[config.mk]
export PLATFORM = sky130hd
export DESIGN_NAME = rsm_monitor_regs
export DESIGN_NICKNAME = d
export VERILOG_FILES = /design/src/core/rsm_pkg.sv /design/src/core/rsm_snapshot.sv /design/src/core/rsm_monitor_regs.sv
export VERILOG_INCLUDE_DIRS = /design/src /design/src/core
export SDC_FILE = /design/constraint.sdc
export NUM_CORES = 1
export LEC_CHECK = 0
export ABC_AREA = 1
export BUFFER_PORTS_ARGS = -buffer_cell sky130_fd_sc_hd__buf_2
export CAP_MARGIN = 20
export CORE_ASPECT_RATIO = 0.5
export CORE_MARGIN = 2
export CORE_UTILIZATION = 65
export CTS_CLUSTER_DIAMETER = 120
export DETAILED_ROUTE_END_ITERATION = 10
export GPL_TIMING_DRIVEN = 0
export HOLD_SLACK_MARGIN = 0.02
export PLACE_DENSITY_LB_ADDON = 0.2
export SYNTH_ARGS = -nofsm -noshare
export SYNTH_HDL_FRONTEND = slang
export SYNTH_HIERARCHICAL = 1
export SYNTH_SLANG_ARGS = --single-unit
[constraint.sdc]
create_clock -name REF_CLK -period 18.2 [get_ports REF_CLK]
set_input_delay 2.73 -clock REF_CLK [delete_from_list [all_inputs] [get_ports REF_CLK]]
set_output_delay 2.73 -clock REF_CLK [all_outputs]
set_load 0.05 [all_outputs]
[src/core/rsm_regs.svh]
// Register offsets, field positions and reset values of the receiver monitor bank
`ifndef RSM_REGS_SVH
`define RSM_REGS_SVH
`define RSM_ADDR_OUTCOME 8'h37
`define RSM_ADDR_FAULT 8'h38
`define RSM_ADDR_STRENGTH 8'h39
`define RSM_ADDR_SETUP 8'h3a
`define RSM_ADDR_PAT0 8'h3b
`define RSM_ADDR_PAT1 8'h3c
`define RSM_ADDR_PAT2 8'h3d
`define RSM_ADDR_PAT3 8'h3e
`define RSM_OUTCOME_BIT 7
`define RSM_TOL_HI 6
`define RSM_TOL_LO 5
`define RSM_LEN_HI 4
`define RSM_LEN_LO 0
`define RSM_LEN_ZERO_CHIPS 6'h20
`define RSM_RST_BYTE 8'h00
`define RSM_SETUP_MASK 8'h7f
`endif

[src/core/rsm_pkg.sv]
// Types shared by the receiver monitor bank
package rsm_pkg;
  // Receive sub-command active when status was sampled
  typedef enum logic [1:0] {
    RSM_CMD_IDLE = 2'b00,
    RSM_CMD_WAKEUP_SEARCH = 2'b01,
    RSM_CMD_PREAMBLE_HUNT = 2'b10,
    RSM_CMD_DATA_RECEIVE = 2'b11
  } rsm_cmd_t;
  // Receive activity state seen by the stop logic
  typedef enum logic [1:0] {
    RSM_ACT_OFF = 2'b00,
    RSM_ACT_RUN = 2'b01,
    RSM_ACT_HALT = 2'b10,
    RSM_ACT_DOWN = 2'b11
  } rsm_act_t;
endpackage : rsm_pkg

[src/core/rsm_snapshot.sv]
// Consistent capture of monitor outcome, faults, strength and sub-command
`timescale 1ns/100ps
`include "rsm_regs.svh"
module rsm_snapshot (
  input wire logic clk,
  input wire logic rst_b,
  input wire logic done, // Search or preamble hunt completed
  input wire logic sample, // Host triggered status sampling
  input wire logic failed,
  input wire logic [7:0] fault_in,
  input wire logic [7:0] strength_in,
  input wire rsm_pkg::rsm_cmd_t cmd_in,
  output logic [7:0] outcome,
  output logic [7:0] fault,
  output logic [7:0] strength,
  output rsm_pkg::rsm_cmd_t cmd
);
  logic [7:0] next_outcome;
  logic [7:0] next_fault;
  logic [7:0] next_strength;
  rsm_pkg::rsm_cmd_t next_cmd;

  // Next values; outcome and faults change only together on completion
  always_comb begin
    next_outcome = outcome;
    next_fault = fault;
    next_strength = strength;
    next_cmd = cmd;
    if (done) begin
      // Outcome 1 means a decision exists; bit 7 carries fail
      next_outcome = {failed, 7'h7f};
      next_fault = fault_in;
      next_strength = strength_in;
      next_cmd = cmd_in;
    end else if (sample) begin
      next_strength = strength_in;
      next_cmd = cmd_in;
    end
  end

  // Registers; reset gives the no-decision pattern 0/0
  always_ff @(posedge clk or negedge rst_b) begin
    if (!rst_b) begin
      outcome <= `RSM_RST_BYTE;
      fault <= `RSM_RST_BYTE;
      strength <= `RSM_RST_BYTE;
      cmd <= rsm_pkg::RSM_CMD_IDLE;
    end else begin
      outcome <= next_outcome;
      fault <= next_fault;
      strength <= next_strength;
      cmd <= next_cmd;
    end
  end

  // Never the impossible 0/1 code on bits 6..0
  no_impossible_a: assert property (@(posedge clk) disable iff (!rst_b)
    ((~outcome[6:0]) & fault[6:0]) == 7'h00) else $error("status 0 with error 1");
  // Completion updates faults and strength together
  joint_update_a: assert property (@(posedge clk) disable iff (!rst_b)
    done |=> (fault == $past(fault_in)) && (strength == $past(strength_in)))
    else $error("snapshot not joint");
  // Outcome bit follows the fail input
  outcome_flag_a: assert property (@(posedge clk) disable iff (!rst_b)
    done |=> outcome[7] == $past(failed)) else $error("outcome flag wrong");
  // Host sample alone leaves faults untouched
  sample_strength_a: assert property (@(posedge clk) disable iff (!rst_b)
    (sample && !done) |=> strength == $past(strength_in) && $stable(fault))
    else $error("sample capture wrong");
endmodule : rsm_snapshot

[src/core/rsm_monitor_regs.sv]
// Receiver monitor status, strength and preamble setup register bank
`timescale 1ns/100ps
`include "rsm_regs.svh"
// Overview of operation
// Bit 7 set on failed search
// Bits 6..0 report seven diagnostic categories
// Fault register: bit 7 wakeup timeout, rest categories
// Status/error pair encodes decision state per bit
// Host may read other status for detail
// Capture strength on search completion
// Capture strength on host sampling trigger
// Bits 6:5 give allowed chip errors
// Bits 4:0 give length, zero means 32
// Pattern stored over four consecutive bytes
// First-sent chip is pattern MSB
// Stop: power down if option set
// Record active sub-command as two bits
// Update flags and strength together
module rsm_monitor_regs (
  input wire logic REF_CLK,
  input wire logic RST_B,
  input wire logic [7:0] REG_ADDR, // Register address from the serial interface
  input wire logic REG_WR, // One-cycle write strobe
  input wire logic [7:0] REG_WDATA,
  input wire logic REG_RD, // One-cycle read strobe
  output logic [7:0] REG_RDATA, // Read data, registered
  input wire logic SEARCH_DONE, // Search or preamble hunt finished, pulse
  input wire logic SEARCH_FAILED,
  input wire logic [7:0] FAULT_IN, // Wakeup timeout plus seven categories
  input wire logic [7:0] STRENGTH_IN, // Live strength conversion result
  input wire logic SAMPLE_TRIG, // Host triggered status sample, pulse
  input wire rsm_pkg::rsm_cmd_t CMD_IN,
  input wire logic RX_START,
  input wire logic RX_STOP, // Stop request, pulse
  input wire logic STOP_POWER_DOWN, // Stop option bit
  input wire logic CHIP_IN, // Received chip
  input wire logic CHIP_VALID, // Chip strobe
  output logic PREAMBLE_FOUND, // Preamble matched, registered; high while the match holds
  output logic [1:0] CHIP_TOLERANCE,
  output logic [5:0] CHIP_LENGTH, // 1 to 32
  output rsm_pkg::rsm_cmd_t CMD_SAMPLED,
  output logic RX_ACTIVE,
  output logic POWER_DOWN
);
  logic [7:0] preamble_detect_setup; // Tolerance and length
  logic [31:0] pattern; // Reference chips, byte0 at bits 7:0
  logic [31:0] shift; // Received chips, newest in bit 0
  rsm_pkg::rsm_act_t act;
  logic [7:0] rdata;
  logic [7:0] next_setup;
  logic [31:0] next_pattern;
  logic [31:0] next_shift;
  rsm_pkg::rsm_act_t next_act;
  logic [7:0] next_rdata;
  logic found;
  logic [7:0] outcome;
  logic [7:0] fault;
  logic [7:0] strength;
  logic [5:0] len;
  logic [31:0] len_mask;
  logic [5:0] errs;

  // Count of set bits, used for chip error counting
  function automatic logic [5:0] pop32(input logic [31:0] v);
    logic [5:0] n;
    n = 6'h00;
    for (int i = 0; i < 32; i++) begin
      n = n + {5'h00, v[i]};
    end
    return n;
  endfunction : pop32

  // Setup field decode; zero length means full 32 chips
  function automatic logic [5:0] chip_len(input logic [7:0] s);
    logic [4:0] f;
    f = s[`RSM_LEN_HI:`RSM_LEN_LO];
    return (f == 5'h00) ? `RSM_LEN_ZERO_CHIPS : {1'b0, f};
  endfunction : chip_len

  // Snapshot of outcome, faults and strength
  rsm_snapshot u_snap (
    .clk(REF_CLK),
    .rst_b(RST_B),
    .done(SEARCH_DONE),
    .sample(SAMPLE_TRIG),
    .failed(SEARCH_FAILED),
    .fault_in(FAULT_IN),
    .strength_in(STRENGTH_IN),
    .cmd_in(CMD_IN),
    .outcome(outcome),
    .fault(fault),
    .strength(strength),
    .cmd(CMD_SAMPLED)
  );

  assign len = chip_len(preamble_detect_setup);
  assign CHIP_LENGTH = len;
  assign CHIP_TOLERANCE = preamble_detect_setup[`RSM_TOL_HI:`RSM_TOL_LO];
  // Only the newest len chips take part in the comparison
  assign len_mask = (len == `RSM_LEN_ZERO_CHIPS) ? 32'hffffffff
                  : ((32'h00000001 << len[4:0]) - 32'h00000001);
  // Oldest chip lands highest, so MSB-first matches pattern directly
  assign errs = pop32((shift ^ pattern) & len_mask);
  assign found = (act == rsm_pkg::RSM_ACT_RUN) && (errs <= {4'h0, CHIP_TOLERANCE});
  assign REG_RDATA = rdata;
  assign RX_ACTIVE = (act == rsm_pkg::RSM_ACT_RUN);
  assign POWER_DOWN = (act == rsm_pkg::RSM_ACT_DOWN);

  // Next values of setup, pattern, chip history, activity and read data
  always_comb begin
    next_setup = preamble_detect_setup;
    next_pattern = pattern;
    next_shift = shift;
    next_act = act;
    next_rdata = rdata;
    if (REG_WR) begin
      case (REG_ADDR)
        `RSM_ADDR_SETUP: next_setup = REG_WDATA & `RSM_SETUP_MASK;
        `RSM_ADDR_PAT0: next_pattern[7:0] = REG_WDATA;
        `RSM_ADDR_PAT1: next_pattern[15:8] = REG_WDATA;
        `RSM_ADDR_PAT2: next_pattern[23:16] = REG_WDATA;
        `RSM_ADDR_PAT3: next_pattern[31:24] = REG_WDATA;
        default: next_pattern = pattern; // Read-only or unmapped: ignored
      endcase
    end
    if (REG_RD) begin
      case (REG_ADDR)
        `RSM_ADDR_OUTCOME: next_rdata = outcome;
        `RSM_ADDR_FAULT: next_rdata = fault;
        `RSM_ADDR_STRENGTH: next_rdata = strength;
        `RSM_ADDR_SETUP: next_rdata = preamble_detect_setup;
        `RSM_ADDR_PAT0: next_rdata = pattern[7:0];
        `RSM_ADDR_PAT1: next_rdata = pattern[15:8];
        `RSM_ADDR_PAT2: next_rdata = pattern[23:16];
        `RSM_ADDR_PAT3: next_rdata = pattern[31:24];
        default: next_rdata = `RSM_RST_BYTE; // Unmapped reads zero
      endcase
    end
    // History restarts on each start so stale chips never match
    if (RX_START) begin
      next_shift = 32'h00000000;
    end else if (CHIP_VALID && act == rsm_pkg::RSM_ACT_RUN) begin
      next_shift = {shift[30:0], CHIP_IN};
    end
    // Stop wins over start; power-down chosen by the option bit
    case (act)
      rsm_pkg::RSM_ACT_RUN: begin
        if (RX_STOP) begin
          next_act = STOP_POWER_DOWN ? rsm_pkg::RSM_ACT_DOWN
                                     : rsm_pkg::RSM_ACT_HALT;
        end
      end
      rsm_pkg::RSM_ACT_OFF, rsm_pkg::RSM_ACT_HALT, rsm_pkg::RSM_ACT_DOWN: begin
        if (RX_START && !RX_STOP) begin
          next_act = rsm_pkg::RSM_ACT_RUN;
        end
      end
      default: next_act = rsm_pkg::RSM_ACT_OFF;
    endcase
  end

  // State registers
  always_ff @(posedge REF_CLK or negedge RST_B) begin
    if (!RST_B) begin
      preamble_detect_setup <= `RSM_RST_BYTE;
      pattern <= 32'h00000000;
      shift <= 32'h00000000;
      act <= rsm_pkg::RSM_ACT_OFF;
      rdata <= `RSM_RST_BYTE;
      PREAMBLE_FOUND <= 1'b0;
    end else begin
      preamble_detect_setup <= next_setup;
      pattern <= next_pattern;
      shift <= next_shift;
      act <= next_act;
      rdata <= next_rdata;
      PREAMBLE_FOUND <= found;
    end
  end

  // Stop chooses power-down or halt within one cycle
  stop_choice_a: assert property (@(posedge REF_CLK) disable iff (!RST_B)
    (RX_ACTIVE && RX_STOP) |=> (POWER_DOWN == $past(STOP_POWER_DOWN)) && !RX_ACTIVE)
    else $error("stop option ignored");
  // A written length of zero decodes to the full 32 chips
  length_zero_a: assert property (@(posedge REF_CLK) disable iff (!RST_B)
    (REG_WR && REG_ADDR == `RSM_ADDR_SETUP && REG_WDATA[`RSM_LEN_HI:`RSM_LEN_LO] == 5'h00)
    |=> CHIP_LENGTH == `RSM_LEN_ZERO_CHIPS)
    else $error("length zero not 32");
  // A byte0 write lands in the low chips of the pattern
  pattern_rw_a: assert property (@(posedge REF_CLK) disable iff (!RST_B)
    (REG_WR && REG_ADDR == `RSM_ADDR_PAT0) |=> pattern[7:0] == $past(REG_WDATA))
    else $error("pattern byte lost");
  // A setup write reaches the detector tolerance one cycle later
  tolerance_a: assert property (@(posedge REF_CLK) disable iff (!RST_B)
    (REG_WR && REG_ADDR == `RSM_ADDR_SETUP)
    |=> CHIP_TOLERANCE == $past(REG_WDATA[`RSM_TOL_HI:`RSM_TOL_LO]))
    else $error("tolerance wrong");
endmodule : rsm_monitor_regs

### Yosys cells after proc, flatten, opt, wreduce, memory -nomap -nowiden

Cells that the tools add are included.

* $add $sub $neg: 32
* order comparisons: 1
* eq/ne operators: 14
* shift-type cells: 1
* multiplexer cells: 13
* bitwise gates (word level): 2
* reductions and logical operators: 15

Operators with widths (count)
* $add 6x1->6: 26
* $mux 32: 3
* $eq 8x6->1 const B: 8
* $pmux 8 s8: 1
* $and 32x32->32: 1
* $shl 1x5->32 const A: 1
* $sub 32x1->32 const B: 1
* $xor 32x32->32: 1
* $mux 8: 2
* $reduce_and 2->1: 6
* $mux 2: 4
* $add 5x1->6: 1
* $eq 6x6->1 const B: 1
* $le 6x2->1: 1
* $mux 6: 1
* $add 4x1->5: 1
* $logic_not 5->1: 1
* $add 3x1->4: 1
* $eq 2x2->1 const B: 2
* $ne 2x2->1 const B: 2
* $pmux 2 s2: 1
* $reduce_bool 2->1: 2
* $add 2x1->3: 1
* $logic_and 1x1->1: 3
* other kinds (6): 6

* register bits after elaboration: 108
* output and inout port bits: 21
* logic and storage cells: 91

### Depth between registers and ports, before layout

* depth in word-level cells: 39
* mapped depth: 34
* gate-level depth less buffers: 32

### Hierarchy

The synthesis kept the hierarchy.

Modules (own cells, without submodules)
* rsm_monitor_regs: times used 1, cells each 775, area an instance 5766.8 µm², seq. area each 2052.0 µm²
* rsm_snapshot: times used 1, cells each 89, area an instance 805.8 µm², seq. area each 500.5 µm²

### Least setup slack after synthesis

OpenSTA, ideal clock, no wires.

* path kind: reg-to-reg
* from: register preamble_detect_setup[3]
* to: register PREAMBLE_FOUND
* setup time: 0.079 ns
* data arrival time: 6.215 ns
* required time: 18.121 ns
* setup slack: 11.906 ns
* cell stages (with the launch flop): 26
* clock period less this slack: 6.294 ns
* cells stage by stage: dfrtp_1 buf_4 nor2_4 inv_1 nor2_1 inv_2 buf_2 buf_2 ha_1 a21oi_1 fa_1 fa_1 fa_1 fa_1 fa_1 fa_1 ha_1 inv_1 fa_1 inv_1 ha_1 inv_1 nor2_1 o21ai_0 nand3_1 a21oi_1

* cells in the longest elaborated chain, start to end: 39

RTL lines
* start, declared: line rsm_monitor_regs.sv:45 `logic [7:0] preamble_detect_setup;`
* start signal, assigned: line rsm_monitor_regs.sv:165 `` preamble_detect_setup <= `RSM_RST_BYTE; ``
* start signal, assigned: line rsm_monitor_regs.sv:172 `preamble_detect_setup <= next_setup;`
* $logic_not 5->1: line rsm_monitor_regs.sv:77 `` return (f == 5'h00) ? `RSM_LEN_ZERO_CHIPS : {1'b0, f}; ``
* $mux 6 *: line rsm_monitor_regs.sv:77
* $shl 1x5->32: line rsm_monitor_regs.sv:101 `: ((32'h00000001 << len[4:0]) - 32'h00000001);`
* $sub 32x1->32: line rsm_monitor_regs.sv:101
* $mux 32 *: line rsm_monitor_regs.sv:100 `` assign len_mask = (len == `RSM_LEN_ZERO_CHIPS) ? 32'hffffffff ``
* $and 32x32->32 *: line rsm_monitor_regs.sv:103 `assign errs = pop32((shift ^ pattern) & len_mask);`
* $add 1x1->2: line rsm_monitor_regs.sv:68 `n = n + {5'h00, v[i]};`
* $add 2x1->3: line rsm_monitor_regs.sv:68
* $add 3x1->4: line rsm_monitor_regs.sv:68
* $add 4x1->5: line rsm_monitor_regs.sv:68
* $add 5x1->6: line rsm_monitor_regs.sv:68
* $add 6x1->6 (25 in series): line rsm_monitor_regs.sv:68
* $add 6x1->6 *: line rsm_monitor_regs.sv:68
* $le 6x2->1 *: line rsm_monitor_regs.sv:104 `assign found = (act == rsm_pkg::RSM_ACT_RUN) && (errs <= {4'h0, CHIP_TOLERANCE});`
* $logic_and 1x1->1 *: line rsm_monitor_regs.sv:104
* named net found: line rsm_monitor_regs.sv:55 `logic found;`
* end signal, assigned: line rsm_monitor_regs.sv:177 `PREAMBLE_FOUND <= found;`
* end, declared: line rsm_monitor_regs.sv:38 `output logic PREAMBLE_FOUND,`

The timed path passes the listed nets; every way through them passes the cells marked *.
A chain may end at the register's enable or synchronous reset.

### Worst setup path in the final report

* from: register preamble_detect_setup[0]
* to: register PREAMBLE_FOUND

Same word-level chain as after synthesis.

==> results.py <==
metrics = {
    "synth": {
        "yosysTopAreaCellShare": 0.388,
        "synthArstFlopShare": 1.00,
        "synthesis.area_sq_um": 6570,
        "syn_inst": 864,
        "synth_most_common_cell": "nand2_1",
        "syn-num-nets": 944,
        "syn_area_per_cell_sq_um": 7.61,
        "synth_area_leaders": "dfrtp_1 39%, nand2_1 13%, fa_1 7.3%",
        "synth_cell_types": 34,
        "synth_area_leader_cell": "dfrtp_1",
        "ys_ff_latch": 102,
        "netlist_top_cells_count": "219 x nand2_1, 102 x dfrtp_1, 101 x inv_1",
        "synth_top_flop_cell": "dfrtp_1",
        "ys_warn_count": 6,
        "synth-edff-count": 0,
        "yosysSeqAreaShare": 0.388,
    },
    "timing": {
        "worst_slew_pin_slew_ns": 0.856,
        "hold_violations": 0,
        "slew_viol_final": 0,
        "post-route-period-util": 0.383,
        "setup_viol": 0,
        "fin_crit_ns": 6.97,
        "final.setup.tns_ns": 0,
        "grt_setup_unrepaired": "false",
        "fmaxAchievable_mhz": 144,
        "worst_slew_margin_rel": 0.425,
        "fin_skew_ns": 0.00610,
    },
    "drt": {
        "viasPerCell": 5.92,
        "ant_nets": 0,
        "wl_per_cell_microns": 18.1,
        "initialDrtViolationCount": 671,
        "drcViolationCount": 0,
        "dr.pass1.iters": 5,
        "wl_microns": 19600,
        "via_count": 6406,
    },
    "clock_tree": {
        "cts_sinks": 102,
        "cts_hold_buf": 0,
        "cts_resized": 0,
        "clkTransAtPathRegs_ns": 0.07,
        "postCtsSetupRepairBufs": 0,
        "root_buffer": "clkbuf_16",
        "cts.path.max_buffers": 2,
        "htree_levels": 3,
        "numCtsBuffers": 9,
        "insertion_delay_ns": 0.34,
        "cts_tree": "built",
    },
    "worst_setup_path": {
        "crit_top_cell": "fa_1",
        "cp_max_fo": 10,
        "cp-end-kind": "flop",
        "worstPathArrival_ns": 7.22,
        "r2r_setup_slack_ns": 11.23,
        "start_kind": "flop",
        "slowest_stage": "fa_1",
        "critPathKind": "flop to flop",
        "max_stage_delay_ns": 0.57,
        "critical_path_required_ns": 18.45,
    },
    "floorplanning": {
        "fp.dieH_microns": 75.1,
        "dieArea_sq_um": 11000,
        "die_x_microns": 146,
        "placementRows": 25,
        "core_sq_um": 9630,
        "io_pins": 67,
        "start_util": 0.682,
    },
    "global_route": {
        "antenna_found_initial": 2,
        "overflow": 0,
        "grt_pass1_wl_microns": 31500,
        "grt_util_all_layers": 0.378,
        "grt_pass1_vias": 6179,
        "grt_max_degree": 77,
    },
    "flow_run": {
        "drv_cap": 0,
    },
    "placed_design": {
        "gp_congestion": 0.965,
        "dp_hpwl_microns": 14900,
        "io_buffers": 66,
    },
    "power": {
        "powerDensity_nw_per_um2": 82.0,
        "vdd_drop_max_uv": 61.5,
        "p_leak_nw": 3.86,
    },
    "final_layout": {
        "nets": 1022,
        "syn_to_final_growth_pct": 13.0,
        "insertedDiodeCount": 0,
        "final_util": 0.771,
        "drive_above_1_share": 0.140,
    },
    "run_status": {
        "status": "finished clean",
    },
    "worst_hold_path": {
        "hp-class": "flop to flop",
    },
}
## per-layer routing
layer  wire length (microns)  track usage
met5                      13            0
met4                     591        0.140
met3                    2340        0.112
met2                    8800        0.626
met1                    7880        0.487
## placed cells by master (no fill, tap or decap), types with 2 or more instances in the layout
| cell type | count |
|---|---|
| nand4_1 | 16 |
| ha_1 | 10 |
| bufinv_16 | 2 |
| clkinv_1 | 2 |
| inv_2 | 7 |
| buf_2 | 74 |
| a31oi_1 | 4 |
| o31ai_1 | 17 |
| dfrtp_1 | 102 |
| o21ai_1 | 8 |
| xor2_1 | 19 |
| a21oi_1 | 19 |
| xnor2_1 | 8 |
| nand3_1 | 88 |
| nor2_1 | 60 |
| inv_1 | 101 |
| fa_1 | 24 |
| clkbuf_1 | 20 |
| nor2_2 | 8 |
| buf_4 | 14 |
| clkbuf_16 | 9 |
| nor2_4 | 3 |
| nand2_2 | 6 |
| nand3b_1 | 2 |
| nor3_1 | 4 |
| o21ai_0 | 87 |
| nand2_1 | 219 |
| clkbuf_2 | 2 |
## final cells by class
| class | count | area, sq um |
|---|---|---|
| flip-flops and latches | 102 | 2550 |
| well taps | 135 | 169 |
| repair buffers | 67 | 360 |
| clock inverters | 4 | 77.6 |
| multi-input cells | 610 | 3390 |
| plain buffers | 42 | 220 |
| fillers | 750 | 2210 |
| inverters | 110 | 413 |
| clock buffers | 12 | 246 |
## critical path, delay by kind of cell, from the launching register on
kind	cells	cell delay [ns]
buffers and inverters	8	0.85
adders and majority gates	10	4.34
AOI/OAI and AO/OA	3	0.53
DFF	1	0.43
and+or+nand+nor	5	0.71
## path summary, 6_finish.rpt
kind | end | cells after the start | from
max | PREAMBLE_FOUND$_DFF_PN0_ | 26 | preamble_detect_setup[0]$_DFFE_PN0P_
min | REG_RDATA[3]$_DFFE_PN0P_ | 2 | REG_RDATA[3]$_DFFE_PN0P_
max reg2reg | PREAMBLE_FOUND$_DFF_PN0_ | 26 | preamble_detect_setup[0]$_DFFE_PN0P_
min reg2reg | REG_RDATA[3]$_DFFE_PN0P_ | 2 | REG_RDATA[3]$_DFFE_PN0P_
max in group asynchronous | pattern[12]$_DFFE_PN0P_ | 2 | RST_B
min in group asynchronous | u_snap/cmd[1]$_DFFE_PN0P_ | 1 | RST_B
## kinds of logic after synthesis
kind of cell / after synthesis / share of synthesized area
AOI/OAI and AO/OA: 137 / 0.113
DFF: 102 / 0.388
and+or+nand+nor: 412 / 0.275
xor gates and xnor gates: 27 / 0.0360
buffers and inverters: 152 / 0.0963
adders and majority gates: 34 / 0.0921
## power breakdown
part	internal [mW]	leakage, nW	total (mW)	switching [mW]
registers	0.236	1.37	0.246	0.0101
logic	0.0508	2.33	0.153	0.102
clock network	0.125	0.157	0.209	0.0841
## sequential cells by signal (all words and copies together), names as in the netlist
name / flops
preamble_detect_setup: 7
shift: 32
u_snap/cmd: 2
pattern: 32
u_snap/fault: 8
REG_RDATA: 8
PREAMBLE_FOUND: 1
u_snap/strength: 8
act: 2
u_snap/outcome: 2
## through the flow
| step | area [sq um] | std cells | hold WS [ns] | power [mW] | setup slack, ns |
|---|---|---|---|---|---|
| finish | 7430 | 1082 | 0.480 | 0.609 | 11.23 |
| global route | 7430 | 1082 | 0.501 | 0.641 | 10.87 |
| CTS | 7430 | 1082 | 0.477 | 0.606 | 11.28 |
| detailed placement | 7100 | 1066 | 0.461 | 0.400 | 11.33 |
| global placement | 7070 | 1065 | 0.460 | 0.395 | 11.37 |
| floorplan | 6570 | 864 | 0.443 | 0.353 | 11.91 |
No activity file was read; power rests on OpenSTA's default activity.
